### src/verilog/tile_pkg.sv
// Shared constants and types for the configurable logic tile
package tile_pkg;
	localparam int DATA_W      = 8;  // Datapath width
	localparam int CFG_WORDS   = 8;  // Configuration words
	localparam int CFG_W       = 16; // Bits per configuration word
	localparam int PLA_IN      = 12; // Inputs per array
	localparam int PLA_PT      = 8;  // Product terms per array
	localparam int PLA_OUT     = 4;  // Outputs per array
	localparam int PLA_N       = 2;  // Arrays per tile
	localparam int ROUTE_W     = 6;  // Routing inputs and outputs
	localparam int COND_N      = 16; // Condition vector size
	localparam int QUEUE_DEPTH = 4;  // Bytes per queue
	// Queue occupancy marks
	localparam logic [2:0] QUEUE_FULL  = 3'h4;
	localparam logic [2:0] QUEUE_EMPTY = 3'h0;
	// Register indices on the system bus
	localparam logic [2:0] REG_ACC0   = 3'h0;
	localparam logic [2:0] REG_DAT0   = 3'h2;
	localparam logic [2:0] REG_Q0     = 3'h4;
	localparam logic [2:0] REG_STATUS = 3'h6;
	// Status bits: queue i empty at 2i, full at 2i+1
	localparam int STAT_Q0_EMPTY = 0;
	localparam int STAT_Q0_FULL  = 1;
	// Configuration word fields
	localparam int CFG_FUNC_LSB  = 0;  // ALU function, 3 bits
	localparam int CFG_SRCA      = 3;  // Operand A: accumulator 0 or 1
	localparam int CFG_SRCB_LSB  = 4;  // Operand B: dat0, dat1, acc0, acc1
	localparam int CFG_SHIFT_LSB = 6;  // Shift unit, 2 bits
	localparam int CFG_WR_ACC0   = 8;  // Accumulator write enables, 2 bits
	localparam int CFG_Q0_STEP   = 10; // Queue steps, 2 bits
	localparam int CFG_Q_SRC     = 12; // Queue moves with accumulators
	localparam int CFG_MASK_EN   = 13; // OR mask on the result
	localparam int CFG_CMP0_B    = 14; // Compare B: data reg or other acc, 2 bits
	// Routing input positions
	localparam int ROUTE_SHIFT_LOW  = 3;
	localparam int ROUTE_CARRY_IN   = 4;
	localparam int ROUTE_SHIFT_HIGH = 5;
	// Condition indices
	localparam int COND_CMP0_EQ  = 0;  // Compare i equal at 2i, less at 2i+1
	localparam int COND_ZERO0    = 4;  // Zero detect, +i
	localparam int COND_ONES0    = 6;  // All ones detect, +i
	localparam int COND_OVF      = 8;
	localparam int COND_CARRY    = 9;
	localparam int COND_SHOUT    = 10;
	localparam int COND_Q0_EMPTY = 11; // Queue i empty at 11+2i, full at 12+2i
	localparam int COND_BOTH_EQ  = 15;
	// Reset values
	localparam logic [7:0]  WORK_RESET    = 8'h00;
	localparam logic [15:0] CFG_RESET     = 16'h0000;
	localparam logic [2:0]  CFG_SEL_RESET = 3'h0;
	localparam logic [1:0]  PTR_RESET     = 2'h0;
	typedef enum logic [2:0] {
		OP_PASS = 3'h0, OP_INC = 3'h1, OP_DEC = 3'h2, OP_ADD = 3'h3,
		OP_SUB  = 3'h4, OP_AND = 3'h5, OP_OR  = 3'h6, OP_XOR = 3'h7
	} alu_op_t;
	typedef enum logic [1:0] {
		SH_PASS = 2'h0, SH_LEFT = 2'h1, SH_RIGHT = 2'h2, SH_SWAP = 2'h3
	} shift_op_t;
endpackage
### src/verilog/byte_queue.sv
// Four-byte queue held in flip-flops
`timescale 1ns/1ns
module byte_queue (
	input  wire logic       clk,
	input  wire logic       reset,
	input  wire logic       push,
	input  wire logic [7:0] push_data,
	input  wire logic       pop,
	output logic      [7:0] head,
	output logic            full,
	output logic            empty
);
	logic [7:0] mem_reg [tile_pkg::QUEUE_DEPTH]; // Byte storage
	logic [1:0] wr_ptr_reg;                      // Next slot to fill
	logic [1:0] rd_ptr_reg;                      // Oldest slot
	logic [2:0] count_reg;                       // Occupancy
	logic       do_push;                         // Accepted push
	logic       do_pop;                          // Accepted pop

	// A push to a full queue or a pop from an empty one is dropped
	assign do_push = push && !full;
	assign do_pop  = pop && !empty;
	assign full    = count_reg == tile_pkg::QUEUE_FULL;
	assign empty   = count_reg == tile_pkg::QUEUE_EMPTY;
	assign head    = mem_reg[rd_ptr_reg];

	// Storage write; cleared on reset so a peek of an empty queue reads a known byte
	always_ff @(posedge clk)
	begin
		if (reset)
		begin
			for (int i = 0; i < tile_pkg::QUEUE_DEPTH; i++)
				mem_reg[i] <= tile_pkg::WORK_RESET;
		end
		else if (do_push)
			mem_reg[wr_ptr_reg] <= push_data;
	end

	// Pointers and occupancy
	always_ff @(posedge clk)
	begin
		if (reset)
		begin
			wr_ptr_reg <= tile_pkg::PTR_RESET;
			rd_ptr_reg <= tile_pkg::PTR_RESET;
			count_reg  <= tile_pkg::QUEUE_EMPTY;
		end
		else
		begin
			wr_ptr_reg <= wr_ptr_reg + {1'b0, do_push};
			rd_ptr_reg <= rd_ptr_reg + {1'b0, do_pop};
			count_reg  <= count_reg + {2'h0, do_push} - {2'h0, do_pop};
		end
	end
endmodule

### src/verilog/logic_tile_datapath.sv
// Logic tile top: two sum-of-products arrays and the 8-bit datapath
`timescale 1ns/1ns
module logic_tile_datapath (
	input  wire logic         clk,
	input  wire logic         reset,
	input  wire logic [2:0]   bus_addr,
	input  wire logic         bus_wr,
	input  wire logic         bus_rd,
	input  wire logic [7:0]   bus_wdata,
	output logic      [7:0]   bus_rdata,
	input  wire logic         cfg_wr,
	input  wire logic [2:0]   cfg_waddr,
	input  wire logic [15:0]  cfg_wdata,
	input  wire logic [5:0]   route_in,
	output logic      [5:0]   route_out,
	input  wire logic [23:0]  out_sel,
	input  wire logic [2:0]   msb_pos,
	input  wire logic [7:0]   or_mask,
	input  wire logic [15:0]  cmp_mask,
	input  wire logic [1:0]   queue_out_mode,
	input  wire logic         chain_en,
	input  wire logic [3:0]   chain_in,
	output logic      [3:0]   chain_out,
	input  wire logic [23:0]  pla_in,
	input  wire logic [191:0] pla_and_true,
	input  wire logic [191:0] pla_and_comp,
	input  wire logic [63:0]  pla_or_map,
	input  wire logic [7:0]   pla_reg_sel,
	output logic      [7:0]   pla_out
);
	logic [7:0]  acc_reg [2];        // Accumulators
	logic [7:0]  dat_reg [2];        // Data registers
	logic [15:0] cfg_mem_reg [8];    // Configuration store
	logic [7:0]  bus_rdata_reg;      // Bus read data
	logic [5:0]  route_out_reg;      // Routed conditions
	logic        carry_reg;          // Registered carry
	logic        ovf_reg;            // Registered overflow
	logic        shout_reg;          // Registered shift out
	logic [2:0]  cfg_idx;            // Active word address
	logic [15:0] cw;                 // Active configuration word
	logic [7:0]  wm;                 // Width mask from msb position
	logic [7:0]  opa;                // ALU operand A
	logic [7:0]  opb;                // ALU operand B
	logic [8:0]  sum9;               // ALU result with carry
	logic [7:0]  alu_m;              // ALU result in width
	logic        carry;              // Carry or borrow out
	logic        ovf;                // Signed overflow
	logic [7:0]  sh;                 // Shift unit output
	logic        shout;              // Bit shifted out
	logic [7:0]  result;             // Final datapath result
	logic [1:0]  q_push;             // Queue push requests
	logic [1:0]  q_pop;              // Queue pop requests
	logic [1:0]  q_full;             // Queue full flags
	logic [1:0]  q_empty;            // Queue empty flags
	logic [1:0]  q_load;             // Input queue pops into tile
	logic [7:0]  q_din [2];          // Queue push data
	logic [7:0]  q_head [2];         // Queue oldest bytes
	logic [1:0]  cmp_eq;             // Chained compare equal
	logic [1:0]  cmp_lt;             // Compare less than
	logic [1:0]  zero;               // Zero detect
	logic [1:0]  ones;               // All ones detect
	logic [15:0] cond_vec;           // All conditions
	logic [7:0]  status;             // Status byte
	logic        sel0_cond;          // Condition picked for output 0

	// Mask of the bits at and below the chosen msb
	function automatic logic [7:0] width_mask(input logic [2:0] msb);
		logic [8:0] t;
		t = (9'h002 << msb) - 9'h001;
		return t[7:0];
	endfunction

	// Bus address match for a register index
	function automatic logic is_reg(input logic [2:0] addr, input logic [2:0] idx);
		return addr == idx;
	endfunction

	genvar g;
	// Two independent arrays
	for (g = 0; g < tile_pkg::PLA_N; g++)
	begin : g_pla
		sum_of_products_array u_array (
			.clk      (clk),
			.reset    (reset),
			.pla_in   (pla_in[g*12 +: 12]),
			.and_true (pla_and_true[g*96 +: 96]),
			.and_comp (pla_and_comp[g*96 +: 96]),
			.or_map   (pla_or_map[g*32 +: 32]),
			.reg_sel  (pla_reg_sel[g*4 +: 4]),
			.pla_out  (pla_out[g*4 +: 4])
		);
	end

	// Word zero is used while reset is held
	assign cfg_idx = reset ? tile_pkg::CFG_SEL_RESET : route_in[2:0];
	assign cw      = cfg_mem_reg[cfg_idx];
	assign wm      = width_mask(msb_pos);

	// Configuration store load
	always_ff @(posedge clk)
	begin
		if (reset)
		begin
			for (int i = 0; i < tile_pkg::CFG_WORDS; i++)
				cfg_mem_reg[i] <= tile_pkg::CFG_RESET;
		end
		else if (cfg_wr)
			cfg_mem_reg[cfg_waddr] <= cfg_wdata;
	end

	// Operand selection
	always_comb
	begin
		opa = acc_reg[cw[tile_pkg::CFG_SRCA]];
		unique case (cw[tile_pkg::CFG_SRCB_LSB +: 2])
			2'h0: opb = dat_reg[0];
			2'h1: opb = dat_reg[1];
			2'h2: opb = acc_reg[0];
			2'h3: opb = acc_reg[1];
		endcase
	end

	// ALU limited to the programmed width
	always_comb
	begin
		logic [8:0] a9;
		logic [8:0] b9;
		logic [8:0] c9;
		a9 = {1'b0, opa & wm};
		b9 = {1'b0, opb & wm};
		c9 = {8'h00, route_in[tile_pkg::ROUTE_CARRY_IN]};
		unique case (tile_pkg::alu_op_t'(cw[tile_pkg::CFG_FUNC_LSB +: 3]))
			tile_pkg::OP_PASS: sum9 = a9;
			tile_pkg::OP_INC:  sum9 = a9 + 9'h001;
			tile_pkg::OP_DEC:  sum9 = a9 - 9'h001;
			tile_pkg::OP_ADD:  sum9 = a9 + b9 + c9;
			tile_pkg::OP_SUB:  sum9 = a9 - b9 - c9;
			tile_pkg::OP_AND:  sum9 = a9 & b9;
			tile_pkg::OP_OR:   sum9 = a9 | b9;
			tile_pkg::OP_XOR:  sum9 = a9 ^ b9;
		endcase
		alu_m = sum9[7:0] & wm;
		carry = sum9[{1'b0, msb_pos} + 4'h1];
		// Overflow from operand and result signs at the msb
		unique case (tile_pkg::alu_op_t'(cw[tile_pkg::CFG_FUNC_LSB +: 3]))
			tile_pkg::OP_ADD: ovf = (opa[msb_pos] == opb[msb_pos])
				&& (alu_m[msb_pos] != opa[msb_pos]);
			tile_pkg::OP_SUB: ovf = (opa[msb_pos] != opb[msb_pos])
				&& (alu_m[msb_pos] != opa[msb_pos]);
			default: ovf = 1'b0;
		endcase
	end

	// Shift, swap and mask follow any ALU function
	always_comb
	begin
		sh    = alu_m;
		shout = 1'b0;
		unique case (tile_pkg::shift_op_t'(cw[tile_pkg::CFG_SHIFT_LSB +: 2]))
			tile_pkg::SH_PASS: sh = alu_m;
			tile_pkg::SH_LEFT:
			begin
				sh    = ((alu_m << 1) | {7'h00, route_in[tile_pkg::ROUTE_SHIFT_LOW]}) & wm;
				shout = alu_m[msb_pos];
			end
			tile_pkg::SH_RIGHT:
			begin
				sh    = (alu_m >> 1)
					| ({7'h00, route_in[tile_pkg::ROUTE_SHIFT_HIGH]} << msb_pos);
				shout = alu_m[0];
			end
			tile_pkg::SH_SWAP: sh = {alu_m[3:0], alu_m[7:4]};
		endcase
		result = cw[tile_pkg::CFG_MASK_EN] ? (sh | or_mask) : sh;
	end

	// Queues: input mode filled by bus, output mode filled by datapath
	for (g = 0; g < 2; g++)
	begin : g_queue
		localparam logic [2:0] QI = tile_pkg::REG_Q0 + 3'(g);
		assign q_load[g] = cw[tile_pkg::CFG_Q0_STEP + g] && !queue_out_mode[g]
			&& !q_empty[g];
		assign q_push[g] = queue_out_mode[g] ? cw[tile_pkg::CFG_Q0_STEP + g]
			: (bus_wr && is_reg(bus_addr, QI));
		assign q_pop[g]  = queue_out_mode[g] ? (bus_rd && is_reg(bus_addr, QI))
			: q_load[g];
		assign q_din[g]  = !queue_out_mode[g] ? bus_wdata
			: (cw[tile_pkg::CFG_Q_SRC] ? acc_reg[g] : result);
		byte_queue u_queue (
			.clk       (clk),
			.reset     (reset),
			.push      (q_push[g]),
			.push_data (q_din[g]),
			.pop       (q_pop[g]),
			.head      (q_head[g]),
			.full      (q_full[g]),
			.empty     (q_empty[g])
		);
	end

	// Accumulators: bus write first, then ALU result or queue byte
	always_ff @(posedge clk)
	begin
		if (reset)
		begin
			acc_reg[0] <= tile_pkg::WORK_RESET;
			acc_reg[1] <= tile_pkg::WORK_RESET;
		end
		else
		begin
			for (int i = 0; i < 2; i++)
			begin
				if (bus_wr && is_reg(bus_addr, tile_pkg::REG_ACC0 + 3'(i)))
					acc_reg[i] <= bus_wdata;
				else if (cw[tile_pkg::CFG_WR_ACC0 + i])
				begin
					if (cw[tile_pkg::CFG_Q_SRC] && !queue_out_mode[i])
					begin
						if (q_load[i])
							acc_reg[i] <= q_head[i];
					end
					else
						acc_reg[i] <= result;
				end
			end
		end
	end

	// Data registers: bus write or input queue byte only
	always_ff @(posedge clk)
	begin
		if (reset)
		begin
			dat_reg[0] <= tile_pkg::WORK_RESET;
			dat_reg[1] <= tile_pkg::WORK_RESET;
		end
		else
		begin
			for (int i = 0; i < 2; i++)
			begin
				if (bus_wr && is_reg(bus_addr, tile_pkg::REG_DAT0 + 3'(i)))
					dat_reg[i] <= bus_wdata;
				else if (q_load[i] && !cw[tile_pkg::CFG_Q_SRC])
					dat_reg[i] <= q_head[i];
			end
		end
	end

	// ALU flags registered every cycle for use in the next cycle
	always_ff @(posedge clk)
	begin
		if (reset)
		begin
			carry_reg <= 1'b0;
			ovf_reg   <= 1'b0;
			shout_reg <= 1'b0;
		end
		else
		begin
			carry_reg <= carry;
			ovf_reg   <= ovf;
			shout_reg <= shout;
		end
	end

	// Compares and detects; both equal compares and the accumulator 0 zero and ones detects chained when enabled
	always_comb
	begin
		for (int i = 0; i < 2; i++)
		begin
			logic [7:0] cb;
			cb = cw[tile_pkg::CFG_CMP0_B + i] ? acc_reg[1 - i] : dat_reg[i];
			cmp_eq[i] = ((acc_reg[i] & cmp_mask[i*8 +: 8]) == (cb & cmp_mask[i*8 +: 8]))
				&& (!chain_en || chain_in[i]);
			cmp_lt[i] = (acc_reg[i] & cmp_mask[i*8 +: 8]) < (cb & cmp_mask[i*8 +: 8]);
			zero[i]   = (acc_reg[i] & wm) == 8'h00;
			ones[i]   = (acc_reg[i] & wm) == wm;
		end
		zero[0] = zero[0] && (!chain_en || chain_in[2]);
		ones[0] = ones[0] && (!chain_en || chain_in[3]);
	end

	assign chain_out = {ones[0], zero[0], cmp_eq[1], cmp_eq[0]};

	// Condition vector, queue flags included
	always_comb
	begin
		cond_vec = 16'h0000;
		for (int i = 0; i < 2; i++)
		begin
			cond_vec[tile_pkg::COND_CMP0_EQ + 2*i]      = cmp_eq[i];
			cond_vec[tile_pkg::COND_CMP0_EQ + 2*i + 1]  = cmp_lt[i];
			cond_vec[tile_pkg::COND_ZERO0 + i]          = zero[i];
			cond_vec[tile_pkg::COND_ONES0 + i]          = ones[i];
			cond_vec[tile_pkg::COND_Q0_EMPTY + 2*i]     = q_empty[i];
			cond_vec[tile_pkg::COND_Q0_EMPTY + 2*i + 1] = q_full[i];
		end
		cond_vec[tile_pkg::COND_OVF]     = ovf_reg;
		cond_vec[tile_pkg::COND_CARRY]   = carry_reg;
		cond_vec[tile_pkg::COND_SHOUT]   = shout_reg;
		cond_vec[tile_pkg::COND_BOTH_EQ] = cmp_eq[0] && cmp_eq[1];
	end

	// Six routed outputs, each picks one condition
	always_ff @(posedge clk)
	begin
		if (reset)
			route_out_reg <= 6'h00;
		else
			for (int k = 0; k < tile_pkg::ROUTE_W; k++)
				route_out_reg[k] <= cond_vec[out_sel[k*4 +: 4]];
	end

	assign status = {4'h0, q_full[1], q_empty[1], q_full[0], q_empty[0]};

	// Bus read data, one cycle after the strobe
	always_ff @(posedge clk)
	begin
		if (reset)
			bus_rdata_reg <= 8'h00;
		else if (bus_rd)
		begin
			unique case (bus_addr)
				3'h0, 3'h1: bus_rdata_reg <= acc_reg[bus_addr[0]];
				3'h2, 3'h3: bus_rdata_reg <= dat_reg[bus_addr[0]];
				3'h4, 3'h5: bus_rdata_reg <= q_head[bus_addr[0]];
				tile_pkg::REG_STATUS: bus_rdata_reg <= status;
				default: bus_rdata_reg <= 8'h00;
			endcase
		end
	end

	assign bus_rdata = bus_rdata_reg;
	assign route_out = route_out_reg;
	assign sel0_cond = cond_vec[out_sel[3:0]];
endmodule

### src/verilog/sum_of_products_array.sv
// One small sum-of-products array with optional output registers
`timescale 1ns/1ns
module sum_of_products_array (
	input  wire logic        clk,
	input  wire logic        reset,
	input  wire logic [11:0] pla_in,
	input  wire logic [95:0] and_true,
	input  wire logic [95:0] and_comp,
	input  wire logic [31:0] or_map,
	input  wire logic [3:0]  reg_sel,
	output logic      [3:0]  pla_out
);
	logic [7:0] term;     // Product terms
	logic [3:0] comb_out; // Sums before the registers
	logic [3:0] out_reg;  // Registered sums

	genvar t, k;
	// Each term ANDs its chosen true or complement inputs; empty term is 0
	for (t = 0; t < tile_pkg::PLA_PT; t++)
	begin : g_term
		logic [11:0] tv;
		logic [11:0] cv;
		assign tv = and_true[t*12 +: 12];
		assign cv = and_comp[t*12 +: 12];
		assign term[t] = (|(tv | cv)) && (&((pla_in | ~tv) & (~pla_in | ~cv)));
	end
	// Each output ORs any of the eight shared terms
	for (k = 0; k < tile_pkg::PLA_OUT; k++)
	begin : g_sum
		assign comb_out[k] = |(term & or_map[k*8 +: 8]);
	end

	// Output registers
	always_ff @(posedge clk)
	begin
		if (reset)
			out_reg <= 4'h0;
		else
			out_reg <= comb_out;
	end

	// Per output choice of registered or combinational
	assign pla_out = (reg_sel & out_reg) | (~reg_sel & comb_out);
endmodule

### config.mk
export PLATFORM = sky130hd
export DESIGN_NAME = logic_tile_datapath
export DESIGN_NICKNAME = d
export VERILOG_FILES = /design/src/verilog/tile_pkg.sv /design/src/verilog/byte_queue.sv /design/src/verilog/logic_tile_datapath.sv /design/src/verilog/sum_of_products_array.sv
export SDC_FILE = /design/constraint.sdc
export NUM_CORES = 1
export LEC_CHECK = 0
export BUFFER_PORTS_ARGS = -buffer_cell sky130_fd_sc_hd__buf_2
export CAP_MARGIN = 20
export CELL_PAD_IN_SITES_DETAIL_PLACEMENT = 1
export CELL_PAD_IN_SITES_GLOBAL_PLACEMENT = 1
export CORE_MARGIN = 4
export CORE_UTILIZATION = 35
export DETAILED_ROUTE_END_ITERATION = 10
export PLACE_DENSITY = 0.77
export SLEW_MARGIN = 10
export SYNTH_ARGS = -nofsm -noshare
export SYNTH_HDL_FRONTEND = slang
export SYNTH_SLANG_ARGS = --single-unit
### constraint.sdc
create_clock -name clk -period 6.7 [get_ports clk]
set_input_delay 0.335 -clock clk [delete_from_list [all_inputs] [get_ports clk]]
set_output_delay 0.335 -clock clk [all_outputs]
set_load 0.02 [all_outputs]
Word-level counts from Yosys, hierarchy flattened. Memories as Yosys holds them, arrays and structs flattened. A register that Yosys moved wholly into a read port is not among the register bits. Cells that the tools add are included.

Logic and storage cells: 440. Memories: 5. Memory bits (writable): 224. Register bits after elaboration: 39. Input bits: 579.

Equal/unequal tests: 28. Reduce and logical (&&, ||, !) cells: 109. $add $sub $neg: 16. Multiplexer cells: 115. Shift operators: 2. Bitwise logic cells: 141. Magnitude comparators: 11.

Memories: cfg_mem_reg (words 8, bits a word 16, read ports 1, clocked after memory_dff 0, write ports 8, line logic_tile_datapath.sv:33) `logic [15:0] cfg_mem_reg [8];`; g_queue[0].u_queue.mem_reg (words 4, bits a word 8, read ports 1, clocked after memory_dff 1, write ports 4, line byte_queue.sv:13) `logic [7:0] mem_reg [tile_pkg::QUEUE_DEPTH];`; g_queue[1].u_queue.mem_reg (words 4, bits a word 8, read ports 1, clocked after memory_dff 1, write ports 4, line byte_queue.sv:13); acc_reg (words 2, bits a word 8, read ports 4, clocked after memory_dff 0, write ports 2, line logic_tile_datapath.sv:31) `logic [7:0] acc_reg [2];`; dat_reg (words 2, bits a word 8, read ports 3, clocked after memory_dff 0, write ports 2, line logic_tile_datapath.sv:32) `logic [7:0] dat_reg [2];`.

Operators with widths (count): $or 12x12->12 (48); $not 12->12 (34); $and 12x12->12 (16); $reduce_and 12->1 (16); $reduce_or 12->1 (16); $mux 8 (22); $and 8x8->8 (19); $pmux 8 s4 (3); $reduce_or 8->1 (10); $pmux 9 s8 (1); $mux 1 (70); $logic_and 1x1->1 (43); $lt 4x5->1 const B (7); $eq 8x8->1 (4); $bmux 1 s4 (7); $eq 3x3->1 const B (9); $and 4x4->4 (4); $logic_not 8->1 (2); $lt 8x8->1 (2); $mux 16 (1); $or 8x8->8 (2); $reduce_or 16->1 (1); $eq 3x2->1 const B (4); $logic_not 3->1 (4); other kinds (35) (77).

Logic depth before layout (Yosys ltp). An unclocked memory read counts as a cell.

Word-level depth: 17. Depth in mapped cells: 26.

Modules after synthesis. From an unflattened synthesis, not the netlist that was laid out.

Cell total of the unflattened synthesis: 2192. Area, all modules: 21887.2 µm².

Modules (own cells, without submodules): logic_tile_datapath (times used 1, seq. area each 5144.9 µm², area an instance 14137.3 µm², cells each 1414); sum_of_products_array (times used 2, seq. area each 80.1 µm², area an instance 2093.3 µm², cells each 271); byte_queue (times used 2, seq. area each 1101.1 µm², area an instance 1781.7 µm², cells each 118).

Worst setup path before layout. OpenSTA, ideal clock, no wires.

Path kind: input to register. From: input port route_in[2]. To: register route_out_reg[0] (netlist: route_out[0]). Arrival: 5.017 ns. Setup slack: 1.588 ns. Buffers on the path: 5. Stages: 21. Library setup time: 0.095 ns. Data required time: 6.605 ns. Cell sequence: buf_4 -> buf_4 -> buf_4 -> buf_1 -> buf_1 -> mux4_2 -> mux2i_1 -> mux2_2 -> nand2_1 -> ha_1 -> nor2b_1 -> o21a_1 -> o21a_1 -> o21a_1 -> o21a_1 -> o21a_1 -> o21a_1 -> or2_2 -> o211ai_1 -> o211ai_1 -> a221oi_1.

Cells in the longest elaborated chain, start to end: 9.

RTL lines: start: declaration (line logic_tile_datapath.sv:14) `input wire logic [5:0] route_in,`; $mux 3 (*) (line logic_tile_datapath.sv:95) `assign cfg_idx = reset ? tile_pkg::CFG_SEL_RESET : route_in[2:0];`; $mem_v2 8x16 (*); parallel branches: the longest is 5 deep, another holds $lt 8x8->1; $bmux 1 s4 (*); $mux 1 (not written as such) (*) (line logic_tile_datapath.sv:311) `route_out_reg[k] <= cond_vec[out_sel[k*4 +: 4]];`; end signal: indexed assignment (line logic_tile_datapath.sv:311); end: declaration (line logic_tile_datapath.sv:35) `logic [5:0] route_out_reg;`.

Mark *: on every way between the ends. The select of a mux whose other input is x is not followed. A chain may end at the register's enable or synchronous reset.

==> results.json <==
{
  "crit_buf_inv": 5,
  "syn-cell-area_mm2": 0.0211,
  "fin_crit_sh_pct": 86.9,
  "placedCellCount": 3453,
  "antenna_found_initial": 81,
  "grt_overflow_total": 0,
  "drtIter0Drc": 2328,
  "ys_seq_elements": 263,
  "worst_setup_path_start_kind": "input port",
  "crit_top_cell": "ha_1",
  "fillers": 6904,
  "end_kind": "flip-flop",
  "yosys.area_share.simple_pct": 21.1,
  "synth_cell_types": 92,
  "hold_path_class": "input port to flip-flop",
  "max-clock-path-buffers": 3,
  "rsz0062_at_grt": "no",
  "required_ps": 7000,
  "synth-compound-area-share_pct": 13.1,
  "synth_area_leaders": "edfxtp_1, mux2i_1, mux4_2, and2_1, ha_1",
  "io_buffers": 604,
  "dp_hpwl_um": 104000,
  "critPathKind": "input port to flip-flop",
  "max-vdd-ir-drop_uv": 248,
  "path_max_fanout": 8,
  "fin_nets": 3367,
  "synth_edf_count": 224,
  "fin_setup_tns_ps": 0,
  "grt_first_pass_wirelength_um": 173000,
  "layout-drive-gt1-share_pct": 31.4,
  "slew_headroom_pct": 18.3,
  "period_needed_ps": 5820,
  "final-seq-area_mm2": 0.00751,
  "power.density_mw_per_mm2": 223,
  "gp_congestion": 1.14,
  "numCtsBuffers": 28,
  "htreeDepth": 1,
  "worst_pin_slew_ps": 1220,
  "cts_sinks": 263,
  "clk_pin_slew_worst_paths_ps": 60,
  "cts_tree": "built",
  "outcome": "complete, no violations",
  "cpMaxStageDelayCell": "a31oi_1",
  "track_usage_pct": 37.4,
  "io_pins": 605,
  "syn_inst": 2122,
  "leakage_nw": 10.9,
  "grt_pass1_vias": 23130,
  "fin_worst_skew_ps": 12.8,
  "fp-row-count": 89,
  "insertion_delay_ps": 570,
  "die_y_um": 253,
  "post_cts_buffers": 0,
  "syn2layout_area_growth_pct": 24.2,
  "crit_family": "compound AO/OA/AOI/OAI gates",
  "dr.pass1.iters": 6,
  "wl_per_cell_um": 35.1,
  "vias": 22230,
  "core_region_area_mm2": 0.0594,
  "start_util_pct": 35.5,
  "synthXorXnorAreaFrac_pct": 1.16,
  "ys.flop_type": "edfxtp_1",
  "largest_register_ff_count": 128,
  "synth_area_per_cell_um2": 9.93,
  "synth_area_leader_cell": "edfxtp_1",
  "grt_max_degree": 33,
  "cts-root-buf": "clkbuf_16",
  "arrival_ps": 6120,
  "syn-num-nets": 2776,
  "via_per_inst": 6.26,
  "synth_top_family_by_area": "simple AND/OR/NAND/NOR gates",
  "hold_viol": 0,
  "seq_area_frac_synth_pct": 35.6,
  "async_flop_share_pct": 0,
  "muxShareOfSynthArea_pct": 20.9,
  "slew_violations": 0,
  "totalWireLength_um": 125000,
  "detail-route-antenna-nets": 0,
  "max_freq_ghz": 0.172,
  "setup-violations-final": 0,
  "die_w_um": 253,
  "synth_top_area_share_pct": 31.9,
  "synthAdderAreaFrac_pct": 4.67,
  "final_cells": 3553,
  "drc": 0,
  "drv_cap": 0,
  "multi_input_area_mm2": 0.0129,
  "critPathMaxStageDelay_ps": 490,
  "synth_warnings": 0,
  "die_area_mm2": 0.0642
}
[final cells by class]
type                    count  share of cell area [%]
multi-input cells        1686                    49.3
inverters                  65                   0.932
clock inverters            22                   0.765
well taps                 773                    3.70
flip-flops and latches    263                    28.7
diodes                     45                   0.430
repair buffers            669                    13.5
clock buffers              30                    2.71
[power breakdown]
| group | leakage [nW] | total [W] | switching, W | internal [W] |
|---|---|---|---|---|
| registers | 2.54 | 0.00206 | 0.000139 | 0.00192 |
| logic | 7.94 | 0.00220 | 0.00134 | 0.000861 |
| clock network | 0.450 | 0.00157 | 0.000683 | 0.000883 |
| total | 10.9 | 0.00583 | 0.00216 | 0.00367 |
[worst paths after layout]
| kind | start | end | slack, ps | cells past startpoint |
|---|---|---|---|---|
| max | msb_pos[0] | g_queue[1].u_queue.mem_reg[3][7]$_DFFE_PP_ | 880 | 26 |
| min | out_sel[7] | route_out[1]$_SDFF_PP0_ | 30 | 2 |
| max reg2reg | cfg_mem_reg[5][5]$_SDFFCE_PN0P_ | g_queue[0].u_queue.mem_reg[0][3]$_SDFFCE_PN0P_ | 900 | 21 |
| min reg2reg | bus_rdata[7]$_SDFFE_PP0P_ | bus_rdata[7]$_SDFFE_PP0P_ | 460 | 2 |
[cell families (layout without fill, tap and decap cells)]
kind of cell,after synthesis,count (layout)
simple gates,831,831
compound gates,392,392
mux,361,361
flops,263,263
buf+inv,173,786
fa+ha+maj,75,75
xor+xnor,27,27
other cells,0,45
[cells in the final DEF (no fill, tap or decap), types with 40 or more instances in the layout]
master    instances
buf_2           603
mux2i_1         264
edfxtp_1        224
nand2_1         161
and2_1          148
nor2_1          125
nor4_1          115
nand4_1          79
a21oi_1          77
o21ai_0          71
ha_1             69
inv_1            63
buf_4            62
mux4_2           60
nor3_1           50
diode_2          45
a22oi_1          40
[cell usage after synthesis (all sizes together) (53+ instances only)]
cell type  count
mux2i        264
edfxtp       224
nand2        161
and2         148
nor2         125
nor4         123
nand4         79
a21oi         78
o21ai         75
clkbuf        74
ha            69
inv           63
mux4          60
nor3          53
[routing by layer]
metal	vias to the layer above	global-route usage (%)	part of all wire, %
li1	9477	-	-
met1	11172	47.3	39
met2	1251	60.5	46
met3	286	10.6	10
met4	44	15.0	4.4
met5	-	0	0.31
[worst register-to-register path: cells and delay by family, from the launching register on]
kind,cells,cell delay [ps]
xor+xnor,2,340
mux,3,980
buf+inv,1,220
compound gates,10,2670
simple gates,3,300
flops,1,380
fa+ha+maj,2,640
[metrics by stage]
step	utilization (%)	area (um^2)	worst slack [ps]	power, W	hold WS (ps)
2_1_floorplan	-	21100	1590	0.00329	447
3_3_place_gp	42.3	25100	721	0.00416	447
3_5_place_dp	42.3	25100	456	0.00422	452
4_1_cts	43.9	26100	922	0.00578	8.58
5_1_grt	44.0	26100	501	0.00607	24.3
6_report	44.1	26200	877	0.00583	27.3
[timing repair]
item / 4_1_cts / 5_1_grt
endpoints found under the setup margin: 0 / 0
hold buffers: 2 / 0
resized for setup: 0 / 0
hold endpoints to repair: 2 / 0
(Power assumes the default switching activity.)
